--- src/tcu_pkg.sv ---
// Purpose: shared constants and types for the 8-bit timer/compare unit
// Assumes: one aligned 32-bit word per register on AHB-Lite
// Notes: offsets are byte addresses
package tcu_pkg;
  localparam logic [7:0] TCU_BOTTOM = 8'h00;
  localparam logic [7:0] TCU_MAX = 8'hff;
  // register byte offsets
  localparam logic [7:0] TCU_OFF_CTRL = 8'h00;
  localparam logic [7:0] TCU_OFF_CNT = 8'h04;
  localparam logic [7:0] TCU_OFF_CMP = 8'h08;
  localparam logic [7:0] TCU_OFF_FLAG = 8'h0c;
  localparam logic [7:0] TCU_OFF_MASK = 8'h10;
  localparam logic [7:0] TCU_OFF_PORT = 8'h14;
  // control register fields
  localparam int TCU_CTRL_CS_LSB = 0;
  localparam int TCU_CTRL_WGM_LSB = 3;
  localparam int TCU_CTRL_COM_LSB = 5;
  localparam int TCU_CTRL_FOC_BIT = 7;
  localparam int TCU_CTRL_AS_BIT = 8;
  // flag and mask fields
  localparam int TCU_FLAG_OVF_BIT = 0;
  localparam int TCU_FLAG_CMP_BIT = 1;
  // port register fields
  localparam int TCU_PORT_OUT_BIT = 0;
  localparam int TCU_PORT_DIR_BIT = 1;
  localparam logic [2:0] TCU_CS_STOP = 3'h0;
  localparam logic [1:0] TCU_COM_NONE = 2'h0;
  localparam logic [1:0] TCU_COM_TOGGLE = 2'h1;
  localparam logic [1:0] TCU_COM_CLEAR = 2'h2;
  localparam logic [1:0] TCU_COM_SET = 2'h3;

  typedef enum logic [1:0] {
    TCU_WGM_NORMAL = 2'h0,
    TCU_WGM_FAST = 2'h1,
    TCU_WGM_CTC = 2'h2,
    TCU_WGM_PHASE = 2'h3
  } tcu_wgm_e;

  typedef enum logic {
    TCU_DIR_UP,
    TCU_DIR_DOWN
  } tcu_dir_e;

  typedef struct packed {
    logic [7:0] haddr;
    logic hwrite;
    logic sel;
  } tcu_ahb_req_s;
endpackage

--- src/tcu_tick_gen.sv ---
// Purpose: timer clock enable from clock select and source
// Assumes: osc_tick already synchronous to hclk
// Notes: prescale taps are powers of two as a plain default
`timescale 1ns/1ps
module tcu_tick_gen
  import tcu_pkg::*;
#(
  parameter int PW = 10
) (
  // clock and reset
  input wire logic hclk,
  input wire logic hresetn,
  input wire logic ce,
  // selection
  input wire logic [2:0] clock_select,
  input wire logic async_clock_select,
  input wire logic osc_tick,
  // tick out
  output logic tick
);
  typedef struct packed {
    logic [PW-1:0] pre;
  } tcu_tick_s;
  tcu_tick_s s_q, s_d;
  logic base;
  logic [PW-1:0] mask;

  always_comb begin
    s_d = s_q;
    base = async_clock_select ? osc_tick : 1'b1;
    mask = '0;
    case (clock_select)
      3'h1: mask = '0;
      3'h2: mask = PW'(10'h007);
      3'h3: mask = PW'(10'h01f);
      3'h4: mask = PW'(10'h03f);
      3'h5: mask = PW'(10'h07f);
      3'h6: mask = PW'(10'h0ff);
      3'h7: mask = PW'(10'h3ff);
      default: mask = '0;
    endcase
    tick = 1'b0;
    if (clock_select != TCU_CS_STOP && base) begin
      s_d.pre = s_q.pre + PW'(1);
      tick = (s_q.pre & mask) == mask;
    end
  end

  always_ff @(posedge hclk or negedge hresetn) begin
    if (!hresetn) begin
      s_q <= '0;
    end else if (ce) begin
      s_q <= s_d;
    end
  end
endmodule

--- src/tcu_timer8.sv ---
// Purpose: 8-bit timer/counter with one compare channel on AHB-Lite
// Assumes: single-word transfers, zero wait states, OKAY always
// Notes: no interrupt logic; irq request levels are outputs
// How it works
// - zero is bottom; bottom indication when count becomes zero
// - 0xff is max; max indication when counter reaches it
// - top is 0xff or compare value depending on waveform mode
// - timer clock from io clock, or oscillator when async select set
// - clear, count up or down per tick; stopped when clock select zero
// - cpu may read and write the count at any time
// - cpu count write beats clear or count in the same cycle
// - counting sequence chosen by two waveform mode bits
// - overflow flag set per mode and can request an interrupt
// - equality sets compare flag on the following tick
// - compare interrupt requested when flag set and enable one
// - compare flag cleared on service or by writing one
// - pwm modes buffer compare value, update at top
// - cpu accesses buffer when buffering, else active compare register
// - force strobe acts like a match in non-pwm modes, no flag
// - count write blocks compare match in the next tick
// - compare output state kept across waveform mode changes
// - output mode not buffered; applies at the next match
// - nonzero output mode overrides port value; direction from port register
// - output mode zero leaves compare output unchanged on match
// - mode 0 normal, 1 fast pwm, 2 ctc, 3 phase pwm
`timescale 1ns/1ps
module tcu_timer8
  import tcu_pkg::*;
#(
  parameter int PRESCALE_W = 10
) (
  // clock and reset
  input wire logic hclk,
  input wire logic hresetn,
  input wire logic ce,
  // ahb-lite slave
  input wire logic hsel,
  input wire logic [31:0] haddr,
  input wire logic [1:0] htrans,
  input wire logic hwrite,
  input wire logic [2:0] hsize,
  input wire logic [31:0] hwdata,
  input wire logic hready,
  output logic [31:0] hrdata,
  output logic hreadyout,
  output logic hresp,
  // oscillator tick, synchronous to hclk
  input wire logic osc_tick,
  // interrupt acknowledges
  input wire logic ovf_irq_ack,
  input wire logic cmp_irq_ack,
  // interrupt requests
  output logic ovf_irq,
  output logic cmp_irq,
  // compare pin
  output logic pin_out,
  output logic pin_oe,
  // count range markers
  output logic at_bottom,
  output logic at_max
);
  ////////////////////////////////////////////////////////////////////////
  typedef struct packed {
    tcu_ahb_req_s req;
    logic [31:0] rdata;
    logic [7:0] cnt;
    logic [7:0] cmp_act;
    logic [7:0] cmp_buf;
    logic [2:0] clock_select;
    tcu_wgm_e waveform_mode;
    logic [1:0] compare_output_mode;
    logic async_clock_select;
    logic overflow_flag;
    logic compare_match_flag;
    logic overflow_irq_enable;
    logic compare_irq_enable;
    logic compare_output;
    logic port_value;
    logic pin_direction;
    tcu_dir_e dir;
    logic block_pend;
    logic match_pend;
  } tcu_state_s;

  tcu_state_s s_q, s_d;
  logic tick;
  logic is_pwm;
  logic [7:0] top;
  logic match;
  logic wr_hit;
  logic cnt_wr;
  logic [31:0] wd;
  logic force_now;
  logic match_act;
  logic at_top_tick;
  logic ovf_set;

  tcu_tick_gen #(
    .PW(PRESCALE_W)
  ) u_tick (
    .hclk(hclk),
    .hresetn(hresetn),
    .ce(ce),
    .clock_select(s_q.clock_select),
    .async_clock_select(s_q.async_clock_select),
    .osc_tick(osc_tick),
    .tick(tick)
  );

  ////////////////////////////////////////////////////////////////////////
  // comparator and markers
  always_comb begin
    is_pwm = (s_q.waveform_mode == TCU_WGM_FAST) || (s_q.waveform_mode == TCU_WGM_PHASE);
    top = (s_q.waveform_mode == TCU_WGM_CTC) ? s_q.cmp_act : TCU_MAX;
    match = (s_q.cnt == s_q.cmp_act);
    at_bottom = (s_q.cnt == TCU_BOTTOM);
    at_max = (s_q.cnt == TCU_MAX);
  end

  ////////////////////////////////////////////////////////////////////////
  // next state
  always_comb begin
    s_d = s_q;
    wd = hwdata;
    wr_hit = s_q.req.sel && s_q.req.hwrite;
    cnt_wr = wr_hit && (s_q.req.haddr == TCU_OFF_CNT);
    force_now = 1'b0;
    match_act = 1'b0;
    at_top_tick = 1'b0;
    ovf_set = 1'b0;

    // address phase capture; zero wait states
    s_d.req.sel = hsel && hready && htrans[1];
    s_d.req.haddr = {haddr[7:2], 2'b00};
    s_d.req.hwrite = hwrite;

    // compare match seen on a tick takes effect on the next tick
    if (tick) begin
      // a block spans exactly the tick after the count write
      s_d.match_pend = match && !s_q.block_pend;
      s_d.block_pend = 1'b0;
      if (s_q.match_pend) begin
        s_d.compare_match_flag = 1'b1;
        match_act = 1'b1;
      end
      // counting sequence per mode
      case (s_q.waveform_mode)
        TCU_WGM_NORMAL: begin
          s_d.cnt = s_q.cnt + 8'h01;
          if (s_q.cnt == TCU_MAX) begin
            ovf_set = 1'b1;
          end
        end
        TCU_WGM_CTC: begin
          if (s_q.cnt == top) begin
            s_d.cnt = TCU_BOTTOM;
          end else begin
            s_d.cnt = s_q.cnt + 8'h01;
          end
          if (s_q.cnt == TCU_MAX) begin
            ovf_set = 1'b1;
          end
        end
        TCU_WGM_FAST: begin
          s_d.cnt = s_q.cnt + 8'h01;
          if (s_q.cnt == TCU_MAX) begin
            ovf_set = 1'b1;
            at_top_tick = 1'b1;
          end
        end
        TCU_WGM_PHASE: begin
          if (s_q.dir == TCU_DIR_UP) begin
            if (s_q.cnt == TCU_MAX) begin
              s_d.dir = TCU_DIR_DOWN;
              s_d.cnt = s_q.cnt - 8'h01;
              at_top_tick = 1'b1;
            end else begin
              s_d.cnt = s_q.cnt + 8'h01;
            end
          end else begin
            if (s_q.cnt == TCU_BOTTOM) begin
              s_d.dir = TCU_DIR_UP;
              s_d.cnt = s_q.cnt + 8'h01;
              ovf_set = 1'b1;
            end else begin
              s_d.cnt = s_q.cnt - 8'h01;
            end
          end
        end
        default: begin
          s_d.cnt = s_q.cnt;
        end
      endcase
      // the event itself, not the old flag level, decides set-beats-clear
      if (ovf_set) begin
        s_d.overflow_flag = 1'b1;
      end
      if (!is_pwm) begin
        s_d.dir = TCU_DIR_UP;
      end
      // buffered compare value loads at top in pwm modes
      if (is_pwm && at_top_tick) begin
        s_d.cmp_act = s_q.cmp_buf;
      end
    end

    // acknowledges from interrupt service
    if (ovf_irq_ack && !ovf_set) begin
      s_d.overflow_flag = 1'b0;
    end
    if (cmp_irq_ack && !match_act) s_d.compare_match_flag = 1'b0;

    // register writes, data phase
    if (wr_hit) begin
      case (s_q.req.haddr)
        TCU_OFF_CTRL: begin
          s_d.clock_select = wd[TCU_CTRL_CS_LSB +: 3];
          s_d.waveform_mode = tcu_wgm_e'(wd[TCU_CTRL_WGM_LSB +: 2]);
          s_d.compare_output_mode = wd[TCU_CTRL_COM_LSB +: 2];
          s_d.async_clock_select = wd[TCU_CTRL_AS_BIT];
          force_now = wd[TCU_CTRL_FOC_BIT] && (wd[TCU_CTRL_WGM_LSB] == 1'b0);
        end
        TCU_OFF_CNT: begin
          s_d.cnt = wd[7:0];
          s_d.block_pend = 1'b1;
          s_d.match_pend = 1'b0;
        end
        TCU_OFF_CMP: begin
          if (is_pwm) s_d.cmp_buf = wd[7:0];
          else begin
            s_d.cmp_act = wd[7:0];
            s_d.cmp_buf = wd[7:0];
          end
        end
        TCU_OFF_FLAG: begin
          // set wins over a write-one clear in the same cycle
          if (wd[TCU_FLAG_OVF_BIT] && !ovf_set) begin
            s_d.overflow_flag = 1'b0;
          end
          if (wd[TCU_FLAG_CMP_BIT] && !match_act) s_d.compare_match_flag = 1'b0;
        end
        TCU_OFF_MASK: begin
          s_d.overflow_irq_enable = wd[TCU_FLAG_OVF_BIT];
          s_d.compare_irq_enable = wd[TCU_FLAG_CMP_BIT];
        end
        TCU_OFF_PORT: begin
          s_d.port_value = wd[TCU_PORT_OUT_BIT];
          s_d.pin_direction = wd[TCU_PORT_DIR_BIT];
        end
        default: begin
        end
      endcase
    end

    // waveform generator; output mode read live, not buffered
    // a strobe written together with a new output mode acts on that new mode
    if (match_act || force_now) begin
      if (!is_pwm || force_now) begin
        case (s_d.compare_output_mode)
          TCU_COM_TOGGLE: s_d.compare_output = !s_q.compare_output;
          TCU_COM_CLEAR: s_d.compare_output = 1'b0;
          TCU_COM_SET: s_d.compare_output = 1'b1;
          default: s_d.compare_output = s_q.compare_output;
        endcase
      end else begin
        // pwm: mode 2 clears on match, mode 3 sets; phase mode flips when going down
        case (s_d.compare_output_mode)
          TCU_COM_CLEAR: s_d.compare_output = (s_q.waveform_mode == TCU_WGM_PHASE) && (s_q.dir == TCU_DIR_DOWN);
          TCU_COM_SET: s_d.compare_output = !((s_q.waveform_mode == TCU_WGM_PHASE) && (s_q.dir == TCU_DIR_DOWN));
          TCU_COM_TOGGLE: s_d.compare_output = !s_q.compare_output;
          default: s_d.compare_output = s_q.compare_output;
        endcase
      end
    end
    // fast pwm restores the level when the counter wraps to bottom
    if (tick && at_top_tick && s_q.waveform_mode == TCU_WGM_FAST && !match_act) begin
      if (s_d.compare_output_mode == TCU_COM_CLEAR) begin
        s_d.compare_output = 1'b1;
      end
      if (s_d.compare_output_mode == TCU_COM_SET) begin
        s_d.compare_output = 1'b0;
      end
    end

    // read data for the next data phase
    s_d.rdata = 32'h0000_0000;
    if (hsel && hready && htrans[1] && !hwrite) begin
      case ({haddr[7:2], 2'b00})
        TCU_OFF_CTRL: begin
          s_d.rdata[TCU_CTRL_CS_LSB +: 3] = s_q.clock_select;
          s_d.rdata[TCU_CTRL_WGM_LSB +: 2] = s_q.waveform_mode;
          s_d.rdata[TCU_CTRL_COM_LSB +: 2] = s_q.compare_output_mode;
          s_d.rdata[TCU_CTRL_AS_BIT] = s_q.async_clock_select;
        end
        TCU_OFF_CNT: s_d.rdata[7:0] = s_q.cnt;
        TCU_OFF_CMP: s_d.rdata[7:0] = is_pwm ? s_q.cmp_buf : s_q.cmp_act;
        TCU_OFF_FLAG: begin
          s_d.rdata[TCU_FLAG_OVF_BIT] = s_q.overflow_flag;
          s_d.rdata[TCU_FLAG_CMP_BIT] = s_q.compare_match_flag;
        end
        TCU_OFF_MASK: begin
          s_d.rdata[TCU_FLAG_OVF_BIT] = s_q.overflow_irq_enable;
          s_d.rdata[TCU_FLAG_CMP_BIT] = s_q.compare_irq_enable;
        end
        TCU_OFF_PORT: begin
          s_d.rdata[TCU_PORT_OUT_BIT] = s_q.port_value;
          s_d.rdata[TCU_PORT_DIR_BIT] = s_q.pin_direction;
        end
        default: s_d.rdata = 32'h0000_0000;
      endcase
    end
  end

  ////////////////////////////////////////////////////////////////////////
  always_ff @(posedge hclk or negedge hresetn) begin
    if (!hresetn) begin
      s_q <= '0;
    end else if (ce) begin
      s_q <= s_d;
    end
  end

  ////////////////////////////////////////////////////////////////////////
  // outputs
  always_comb begin
    hrdata = s_q.rdata;
    hreadyout = 1'b1;
    hresp = 1'b0;
    ovf_irq = s_q.overflow_flag && s_q.overflow_irq_enable;
    cmp_irq = s_q.compare_match_flag && s_q.compare_irq_enable;
    pin_out = (s_q.compare_output_mode != TCU_COM_NONE) ? s_q.compare_output : s_q.port_value;
    pin_oe = s_q.pin_direction;
  end
endmodule

--- config.mk ---
export PLATFORM = sky130hd
export DESIGN_NAME = tcu_timer8
export DESIGN_NICKNAME = d
export VERILOG_FILES = /design/src/tcu_pkg.sv /design/src/tcu_tick_gen.sv /design/src/tcu_timer8.sv
export SDC_FILE = /design/constraint.sdc
export NUM_CORES = 1
export LEC_CHECK = 0
export ABC_AREA = 1
export CELL_PAD_IN_SITES_DETAIL_PLACEMENT = 0
export CELL_PAD_IN_SITES_GLOBAL_PLACEMENT = 1
export CORE_AREA = 3 3 105 107
export DETAILED_ROUTE_END_ITERATION = 6
export DIE_AREA = 0 0 108 110
export DONT_BUFFER_PORTS = 1
export PLACE_DENSITY = 0.78
export SETUP_SLACK_MARGIN = 0.1
export SLEW_MARGIN = 30
export SYNTH_ARGS = -nofsm -noshare
export SYNTH_HDL_FRONTEND = slang
export SYNTH_SLANG_ARGS = --single-unit
--- constraint.sdc ---
create_clock -name hclk -period 1.9 [get_ports hclk]
set_clock_uncertainty 0.15 [all_clocks]
set_input_delay 0.19 -clock hclk [delete_from_list [all_inputs] [get_ports hclk]]
set_output_delay 0.19 -clock hclk [all_outputs]
set_load 0.05 [all_outputs]
Word-level counts from Yosys, hierarchy flattened
Index checks and enable logic that the tools add are counted.
W data, S select, Z words.
{"block": "word_totals", "regBits": 92, "input_bits": 78, "output_inout_bits": 40, "wordCells": 156}
{"block": "op_classes", "n_addsub": 3, "eq_ne": 27, "n_mux": 60, "n_bitwise": 2, "n_reduce_logical": 42}
{"cell": "$mux W8", "count": 10}
{"cell": "$pmux W10 S6", "count": 1}
{"cell": "$mux W36", "count": 1}
{"cell": "$mux W16", "count": 2}
{"cell": "$mux W1", "count": 31}
{"cell": "$eq A6 B2 Y1 const B", "count": 4}
{"cell": "$eq A6 B3 Y1 const B", "count": 4}
{"cell": "$pmux W8 S3", "count": 1}
{"cell": "$logic_and A1 B1 Y1", "count": 18}
{"cell": "$eq A8 B8 Y1", "count": 2}
{"cell": "$logic_not A8 Y1", "count": 2}
{"cell": "$pmux W5 S3", "count": 1}
{"cell": "$reduce_and A3 Y1", "count": 5}
{"cell": "$eq A3 B3 Y1 const B", "count": 4}
{"cell": "$eq A6 B1 Y1 const B", "count": 2}
{"cell": "$mux W2", "count": 6}
{"cell": "$pmux W2 S6", "count": 1}
{"cell": "$add A10 B1 Y10 const B", "count": 1}
{"cell": "$and A10 B10 Y10", "count": 1}
{"cell": "$eq A10 B10 Y1", "count": 1}
{"cell": "$mux W9", "count": 1}
{"cell": "$add A8 B1 Y8 const B", "count": 1}
{"cell": "$eq A2 B2 Y1 const B", "count": 4}
{"cell": "$eq A8 B8 Y1 const B", "count": 1}
{"cell": "16 further kinds", "count": 29}

Logic depth before layout (Yosys ltp)
Gate-level depths: netlist (run 1).
{"block": "depth", "depth_word": 20, "depth_mapped": 14}

By module
Synthesis (run 1) repeated with hierarchy kept, for this count alone.
{"block": "hier_totals", "hier_cells": 684, "area_unflattened_um2": 4754.6}
{"module": "tcu_timer8", "n_inst": 1, "cells_each": 575, "area_per_inst_um2": 4051.4, "seq_area_each_um2": 1476.4}
{"module": "tcu_tick_gen", "n_inst": 1, "cells_each": 109, "area_per_inst_um2": 703.2, "seq_area_each_um2": 250.2}

Least setup slack after synthesis (run 1)
No wires, ideal clock.
{"block": "synth_timing", "path_kind": "register to register", "start": "reg s_q[35] in the netlist's numbering", "end": "reg s_q[39] in the netlist's numbering", "t_arrival_ns": 2.009, "setup_slack_ns": -0.375, "path_stages_with_launch": 12, "cell_sequence": "dfrtp_1 -> inv_1 -> ha_1 -> nand2_1 -> nor3_2 -> a21oi_2 -> nand3_1 -> nand2_1 -> nand2_1 -> nand2_1 -> nand2_1 -> nand2_1"}
{"block": "synth_via", "elab_chain_len": 7, "word_cells_on_any_way": 13}
{"item": "start: declaration", "line": "tcu_timer8.sv:85", "rtl": "tcu_state_s s_q, s_d;"}
{"item": "start signal: assignment", "line": "tcu_timer8.sv:317", "rtl": "s_q <= '0;"}
{"item": "start signal: assignment", "line": "tcu_timer8.sv:319", "rtl": "s_q <= s_d;"}
{"item": "$logic_not A8 Y1 (*)"}
{"item": "net at_bottom", "line": "tcu_timer8.sv:59", "rtl": "output logic at_bottom,"}
{"item": "$mux W8 (*)", "line": "tcu_timer8.sv:181", "rtl": "if (s_q.cnt == TCU_BOTTOM) begin"}
{"item": "$mux W8 (*)", "line": "tcu_timer8.sv:172", "rtl": "if (s_q.dir == TCU_DIR_UP) begin"}
{"item": "$pmux W8 S3 (*)", "line": "tcu_timer8.sv:147", "rtl": "case (s_q.waveform_mode)"}
{"item": "$mux W16 (*)", "line": "tcu_timer8.sv:138", "rtl": "if (tick) begin"}
{"item": "$mux W8", "line": "tcu_timer8.sv:215", "rtl": "case (s_q.req.haddr)"}
{"item": "$mux W36 (*)", "line": "tcu_timer8.sv:214", "rtl": "if (wr_hit) begin"}
Mark *: on every way through the listed nets, which the timed path passes. The rest lies on a longest branch.
A chain may end at the register's enable or synchronous reset.

Final worst setup path (run 1)
{"block": "layout_timing", "start": "reg s_q[35] in the netlist's numbering", "end": "reg s_q[41] in the netlist's numbering"}
{"block": "layout_via", "elab_chain_len": 7, "word_cells_on_any_way": 13}
{"item": "$add A8 B1 Y8 (tied with other cells)"}
{"item": "$mux W8, on equally long branches", "line": "tcu_timer8.sv:173, tcu_timer8.sv:181"}
{"item": "$mux W8", "line": "tcu_timer8.sv:172"}
{"item": "$pmux W8 S3 (*)", "line": "tcu_timer8.sv:147"}
{"item": "$mux W16 (*)", "line": "tcu_timer8.sv:138"}
{"item": "$mux W8", "line": "tcu_timer8.sv:215"}
{"item": "$mux W36 (*)", "line": "tcu_timer8.sv:214"}
Mark *: on every way between the ends. The rest lies on a longest branch, timed or not.

==> impl_metrics.py, run 1 <==
metrics = {
    "sta": {
        "timing.final.ws_setup_ns": 0.0495,
        "grt_setup_unrepaired": "true",
        "finalHoldViolations": 69,
        "fmax_ghz": 0.540,
        "maxSlewViolCount": 0,
        "worst_slew_pin_slew_ns": 0.511,
        "fin_crit_ns": 1.85,
        "min_period_over_period": 0.974,
        "max_slew_margin": 0.660,
        "finalSetupViolations": 0,
        "hold_slack_ns": -0.630,
    },
    "yosys": {
        "synth_cell_types": 47,
        "synthCells": 646,
        "synth_enable_flop_cells": 0,
        "ys.flop_type": "dfrtp_1",
        "seq_area_frac_synth": 0.371,
        "avgSynthCellArea_sq_um": 7.21,
        "synth_area_sq_um": 4650,
        "ys_async_sr_fraction": 1.00,
        "synth_warnings": 0,
        "ys_ff_latch": 69,
    },
    "job": {
        "maxCapViolCount": 0,
    },
    "power": {
        "leakagePower_nw": 2.76,
        "pwr-share-comb": 0.405,
        "p_sw_w": 0.00204,
        "ir_drop_mv": 0.505,
        "clkPwrFrac": 0.244,
        "power.density_nw_per_um2": 916,
        "switching_share": 0.393,
        "seqPwrFrac": 0.351,
        "internal_power_w": 0.00314,
        "power_w": 0.00518,
    },
    "setup_path": {
        "worstReg2RegEnd": "s_q[41]",
        "r2r_start": "s_q[35]",
        "critPathRequiredTime_ns": 2.00,
        "rr_worst_depth": 12,
        "path_max_fanout": 8,
        "path_class": "flop to flop",
        "crit_path_end": "s_q[41]",
        "r2r_setup_slack_ns": 0.05,
        "crit_start": "s_q[35]",
        "critPathCaptureType": "flop",
        "crit_path_start_kind": "flop",
        "crit_arrival_ns": 1.95,
    },
    "placed_design": {
        "io_buffers": 0,
        "pre_cts_slack_ns": -0.0117,
        "placedCellCount": 786,
        "place_congestion": 0.923,
        "hpwlAfterDp_mm": 9.81,
    },
    "global_routing": {
        "grt_max_degree": 70,
        "grt_overflow": 0,
        "grt_pass1_vias": 4065,
        "antenna_found_initial": 0,
        "grt_usage": 0.236,
        "grt_pass1_wl_mm": 21.4,
    },
    "outcome": {
        "violations": "hold timing",
        "outcome": "finished, violations left",
    },
    "final_layout": {
        "drive_gt1_frac": 0.218,
        "fin_cells": 839,
        "nets": 780,
        "antennaDiodeCount": 0,
        "areaGrowthSynthToFinish_pct": 21.5,
    },
    "floorplanning": {
        "num_rows": 37,
        "die_h_um": 110,
        "die_w_um": 108,
        "io_pins": 118,
        "start_util": 0.455,
        "fp.coreArea_sq_um": 10200,
        "dieArea_sq_um": 11900,
    },
    "routing": {
        "drt_pass1_iterations": 5,
        "drc_errors": 0,
        "drt-initial-drc-count": 334,
        "ant_nets": 0,
        "routed_wl_mm": 13.6,
        "wl_per_cell_um": 16.2,
        "vias_per_cell": 5.29,
        "vias": 4439,
    },
    "clock_network": {
        "clock_path_buffers": 2,
        "clock-sinks": 69,
        "cts_hold_buf": 20,
        "numCtsBuffers": 9,
        "cts_root_buf": "clkbuf_8",
        "clkSlewWorstSetupHoldPaths_ns": 0.08,
        "insertion_delay_ns": 0.36,
        "cts_tree": "done",
        "ctsHtreeMaxLevel": 3,
    },
    "min_path": {
        "worst_hold_path_type": "input pin to asynchronous set/reset pin",
    },
}
-- per-layer routing --
metal  global-route usage  wire [um]  share of wire  up-vias
li1                     -          -              -     2139
met1                0.340       6310           0.46     2118
met2                0.365       6320           0.46      164
met3               0.0361        745          0.055       18
met4               0.0739        218          0.016        0
met5                    0          0              0        -
-- cell usage after synthesis, types with 5 or more instances --
master / instances / area (sq um)
nand2_1: 205 / 769
dfrtp_1: 69 / 1730
inv_1: 60 / 225
nand3_1: 53 / 265
o21ai_0: 43 / 215
buf_4: 37 / 278
nor2_1: 32 / 120
a21oi_1: 24 / 120
xor2_1: 12 / 105
nand4_1: 9 / 56.3
o21ai_1: 8 / 40.0
clkbuf_1: 7 / 26.3
nor2_2: 7 / 43.8
a22o_1: 5 / 43.8
buf_2: 5 / 25.0
inv_2: 5 / 18.8
nand2_2: 5 / 31.3
nor3_2: 5 / 50.1
xnor2_1: 5 / 43.8
-- worst max-delay path, cell delays in order (launching register included) --
cell	delay, ns
dfrtp_1	0.40
buf_6	0.14
buf_6	0.12
nand2_2	0.04
nand4_1	0.14
nor2_1	0.16
nand2_2	0.17
nand2_1	0.11
nand2_1	0.05
nand2_1	0.07
nand2_1	0.06
nand3_2	0.06
nand2_1	0.05
-- layout by cell type, fill, tap and decap left out, types with 3 or more instances in the layout --
| cell type | Yosys | layout |
|---|---|---|
| nand2_1 | 205 | 195 |
| dfrtp_1 | 69 | 61 |
| inv_1 | 60 | 54 |
| nand3_1 | 53 | 44 |
| o21ai_0 | 43 | 40 |
| buf_4 | 37 | 39 |
| nor2_1 | 32 | 30 |
| conb_1 | 2 | 25 |
| a21oi_1 | 24 | 23 |
| dlygate4sd3_1 | 0 | 19 |
| nand2_2 | 5 | 12 |
| xor2_1 | 12 | 11 |
| o21ai_1 | 8 | 10 |
| nand3_2 | 1 | 10 |
| clkbuf_8 | 0 | 10 |
| nand4_1 | 9 | 9 |
| dfrtp_2 | 0 | 8 |
| nor2_4 | 1 | 7 |
| buf_6 | 2 | 7 |
| nand2_4 | 3 | 6 |
| inv_2 | 5 | 6 |
| nor3_2 | 5 | 6 |
| xnor2_1 | 5 | 5 |
| a22o_1 | 5 | 5 |
| inv_4 | 1 | 4 |
| o211ai_1 | 4 | 4 |
| inv_6 | 1 | 3 |
| nor2_2 | 7 | 3 |
| nand3_4 | 2 | 3 |
| a21oi_4 | 1 | 3 |
| buf_12 | 0 | 3 |
-- how the worst min path moves through the flow --
stage | startpoint | cells after the start | to | slack [ns]
final | hresetn | 0 | u_tick.s_q[2] | -0.63
after global routing | hresetn | 0 | hrdata[2] | -0.65
after CTS | hresetn | 0 | u_tick.s_q[2] | -0.65
after detailed placement | hresetn | 0 | u_tick.s_q[1] | -0.25
after global placement | hresetn | 0 | u_tick.s_q[1] | -0.25
after floorplan | hresetn | 0 | hrdata[0] | -0.26
-- state kept, by name, summed over array words and instances (netlist names) --
signal / flops
pin_oe: 1
u_tick.s_q: 10
s_q: 49
hrdata: 9
-- power groups by stage --
stage / Sequential [W] / Clock (W) / Combinational (W)
3_5_place_dp: 0.00181 / 0 / 0.00162
4_1_cts: 0.00179 / 0.00129 / 0.00189
2_1_floorplan: 0.00177 / 0 / 0.00126
6_report: 0.00182 / 0.00126 / 0.00210
3_3_place_gp: 0.00181 / 0 / 0.00160
5_1_grt: 0.00184 / 0.00135 / 0.00229
-- stage by stage --
stage	hold WS [ns]	utilization	setup TNS (ns)	area [sq um]
floorplan	-0.256	-	-0.260	4770
global placement	-0.254	0.475	-0.00451	4860
detailed placement	-0.254	0.475	-0.0318	4860
CTS	-0.647	0.525	0	5370
global route	-0.654	0.553	-0.270	5650
finish	-0.630	0.553	0	5650
-- logic make-up (layout without fill, tap and decap cells) --
logic type / after synthesis / after routing / synth area share
simple gates: 332 / 333 / 0.319
buf+inv: 120 / 153 / 0.133
compound gates: 100 / 100 / 0.128
flops: 69 / 69 / 0.371
xor+xnor: 17 / 17 / 0.0320
fa+ha+maj: 4 / 4 / 0.0108
other cells: 2 / 25 / 0.00161
mux: 2 / 2 / 0.00484
-- layout make-up --
cell class,count,area (sq um)
repair buffers,68,622
fillers,1007,4580
repair inverters,1,5.00
multi-input cells,481,2630
clock buffers,11,141
flip-flops and latches,69,1740
clock inverters,5,58.8
inverters,68,285
well taps,136,170
-- what timing repair did --
action,CTS,global route
endpoints found under the hold margin,109,69
gates resized for setup,21,49
pin swaps,8,22
cloned,0,2
buffers inserted,5,10
setup endpoints to repair,29,41
Note: power is estimated with default switching activity, not from simulation.
==> run 2, diff against run 1 <==
CORE_AREA = 3 3 115 117   (was 3 3 105 107)
DIE_AREA = 0 0 118 120   (was 0 0 108 110)
PLACE_DENSITY = 0.66   (was 0.78)
==> impl_metrics.py, run 2 (synthesized netlist as in run 1, its figures left out) <==
metrics = {
    "outcome": {
        "outcome": "finished, violations left",
        "violations": "hold timing",
    },
    "placed_design": {
        "io_buffers": 0,
        "place_congestion": 0.881,
        "placed_area_sq_um": 5010,
        "hpwlAfterDp_mm": 10.7,
    },
    "final_layout": {
        "nets": 807,
        "antennaDiodeCount": 0,
        "final_cell_mix": "nand2_1 (180), buf_4 (69), dfrtp_1 (61)",
        "drive_gt1_frac": 0.275,
        "post-route-util": 0.487,
        "nFillCells": 1259,
        "fin_area_sq_um": 6070,
        "top_register": "s_q",
        "layout_commonest_cell": "nand2_1",
        "areaGrowthSynthToFinish_pct": 30.3,
        "largest_reg_flops": 49,
    },
    "routing": {
        "drt-initial-drc-count": 254,
        "drc_errors": 0,
        "wl_per_cell_um": 16.5,
        "routed_wl_mm": 14.9,
        "vias_per_cell": 5.04,
        "vias": 4550,
        "drt_pass1_iterations": 5,
        "ant_nets": 0,
    },
    "setup_path": {
        "crit_arrival_ns": 1.53,
        "path_class": "flop to primary output",
        "crit_path_start_kind": "flop",
        "critPathCaptureType": "primary output",
        "path_max_fanout": 3,
        "r2r_start": "s_q[35]",
        "critPathRequiredTime_ns": 1.56,
        "crit_start": "s_q[35]",
    },
    "clock_network": {
        "clock_path_buffers": 2,
        "insertion_delay_ns": 0.35,
        "clock-sinks": 69,
        "ctsHtreeMaxLevel": 3,
        "cts_tree": "done",
        "clkSlewWorstSetupHoldPaths_ns": 0.06,
        "cts_root_buf": "clkbuf_16",
        "numCtsBuffers": 9,
    },
    "floorplanning": {
        "dieArea_sq_um": 14200,
        "io_pins": 118,
        "start_util": 0.373,
        "die_h_um": 120,
        "die_w_um": 118,
        "num_rows": 41,
        "fp.coreArea_sq_um": 12500,
    },
    "min_path": {
        "worst_hold_path_type": "input pin to asynchronous set/reset pin",
    },
    "sta": {
        "finalSetupViolations": 0,
        "min_period_over_period": 0.986,
        "finalHoldViolations": 69,
        "worst_slew_pin_slew_ns": 0.506,
        "grt_setup_unrepaired": "true",
        "max_slew_margin": 0.663,
        "maxSlewViolCount": 0,
        "fin_crit_ns": 1.87,
        "hold_slack_ns": -0.609,
        "fmax_ghz": 0.534,
    },
    "global_routing": {
        "grt_max_degree": 70,
        "antenna_found_initial": 0,
        "grt_pass1_wl_mm": 23.5,
        "grt_overflow": 0,
        "grt_usage": 0.213,
        "grt_pass1_vias": 4349,
    },
    "power": {
        "power_w": 0.00585,
        "power.density_nw_per_um2": 964,
        "leakagePower_nw": 2.98,
        "ir_drop_mv": 0.585,
    },
    "job": {
        "maxCapViolCount": 0,
    },
}
[run 2: cell types whose count changed in the layout (fill, tap and decap cells not counted), sizes merged]
cell    delta
buf       +28
bufinv     +1
clkbuf     -1
nand3      -1
[run 2: through the flow]
step           cells  setup slack, ns  setup TNS (ns)  hold WS, ns
2_1_floorplan    669          -0.0668          -0.260       -0.256
3_5_place_dp     840          -0.0313         -0.0632       -0.254
6_report         902           0.0271               0       -0.609
5_1_grt          902          -0.0851          -0.810       -0.631
4_1_cts          888           0.0123               0       -0.622
3_3_place_gp     840          -0.0442          -0.324       -0.253
[run 2: repair_timing]
| action | 4_1_cts | 5_1_grt |
|---|---|---|
| gates resized for setup | 40 | 47 |
| hold buffers | 19 | 1 |
| gates cloned | 1 | 0 |
| pin swaps | 9 | 24 |
| endpoints found under the setup margin | 27 | 34 |
| endpoints found under the hold margin | 105 | 71 |
| buffers inserted | 13 | 13 |
[run 2: final timing paths]
check,end,slack [ns],cells past startpoint
worst max-delay path,at_bottom,0.03,6
worst min register to register,u_tick.s_q[9],0.33,1
worst min-delay path,u_tick.s_q[4],-0.61,0
min in group hclk,s_q[32],0.02,3
worst max register to register,s_q[34],0.06,10
max in group asynchronous,s_q[32],2.06,0
[run 2: metal layers]
layer | vias to the layer above | part of all wire | global-route usage
met4 | 0 | 0.019 | 0.0586
met1 | 2196 | 0.45 | 0.291
met5 | - | 0 | 0
met3 | 17 | 0.066 | 0.0542
li1 | 2193 | - | -
met2 | 144 | 0.47 | 0.337
[run 2: critical path, stage by stage (launching register included)]
cell	delay, ns
dfrtp_2	0.44
buf_6	0.14
inv_4	0.06
ha_4	0.14
nand2_4	0.05
nor3_4	0.17
buf_6	0.19
[run 2: final cells by class]
cell class	count	area, sq um	area share
flip-flops and latches	69	1740	0.286
repair buffers	96	820	0.135
inverters	68	277	0.0456
multi-input cells	480	2690	0.443
well taps	172	215	0.0355
clock inverters	6	86.3	0.0142
clock buffers	10	239	0.0394
repair inverters	1	3.75	0.000619
[run 2: where the power goes]
group | switching [W] | internal, W | total [W]
Combinational | 0.00119 | 0.000931 | 0.00212
Clock | 0.000681 | 0.00118 | 0.00186
Sequential | 0.000232 | 0.00163 | 0.00186
Total | 0.00211 | 0.00374 | 0.00585
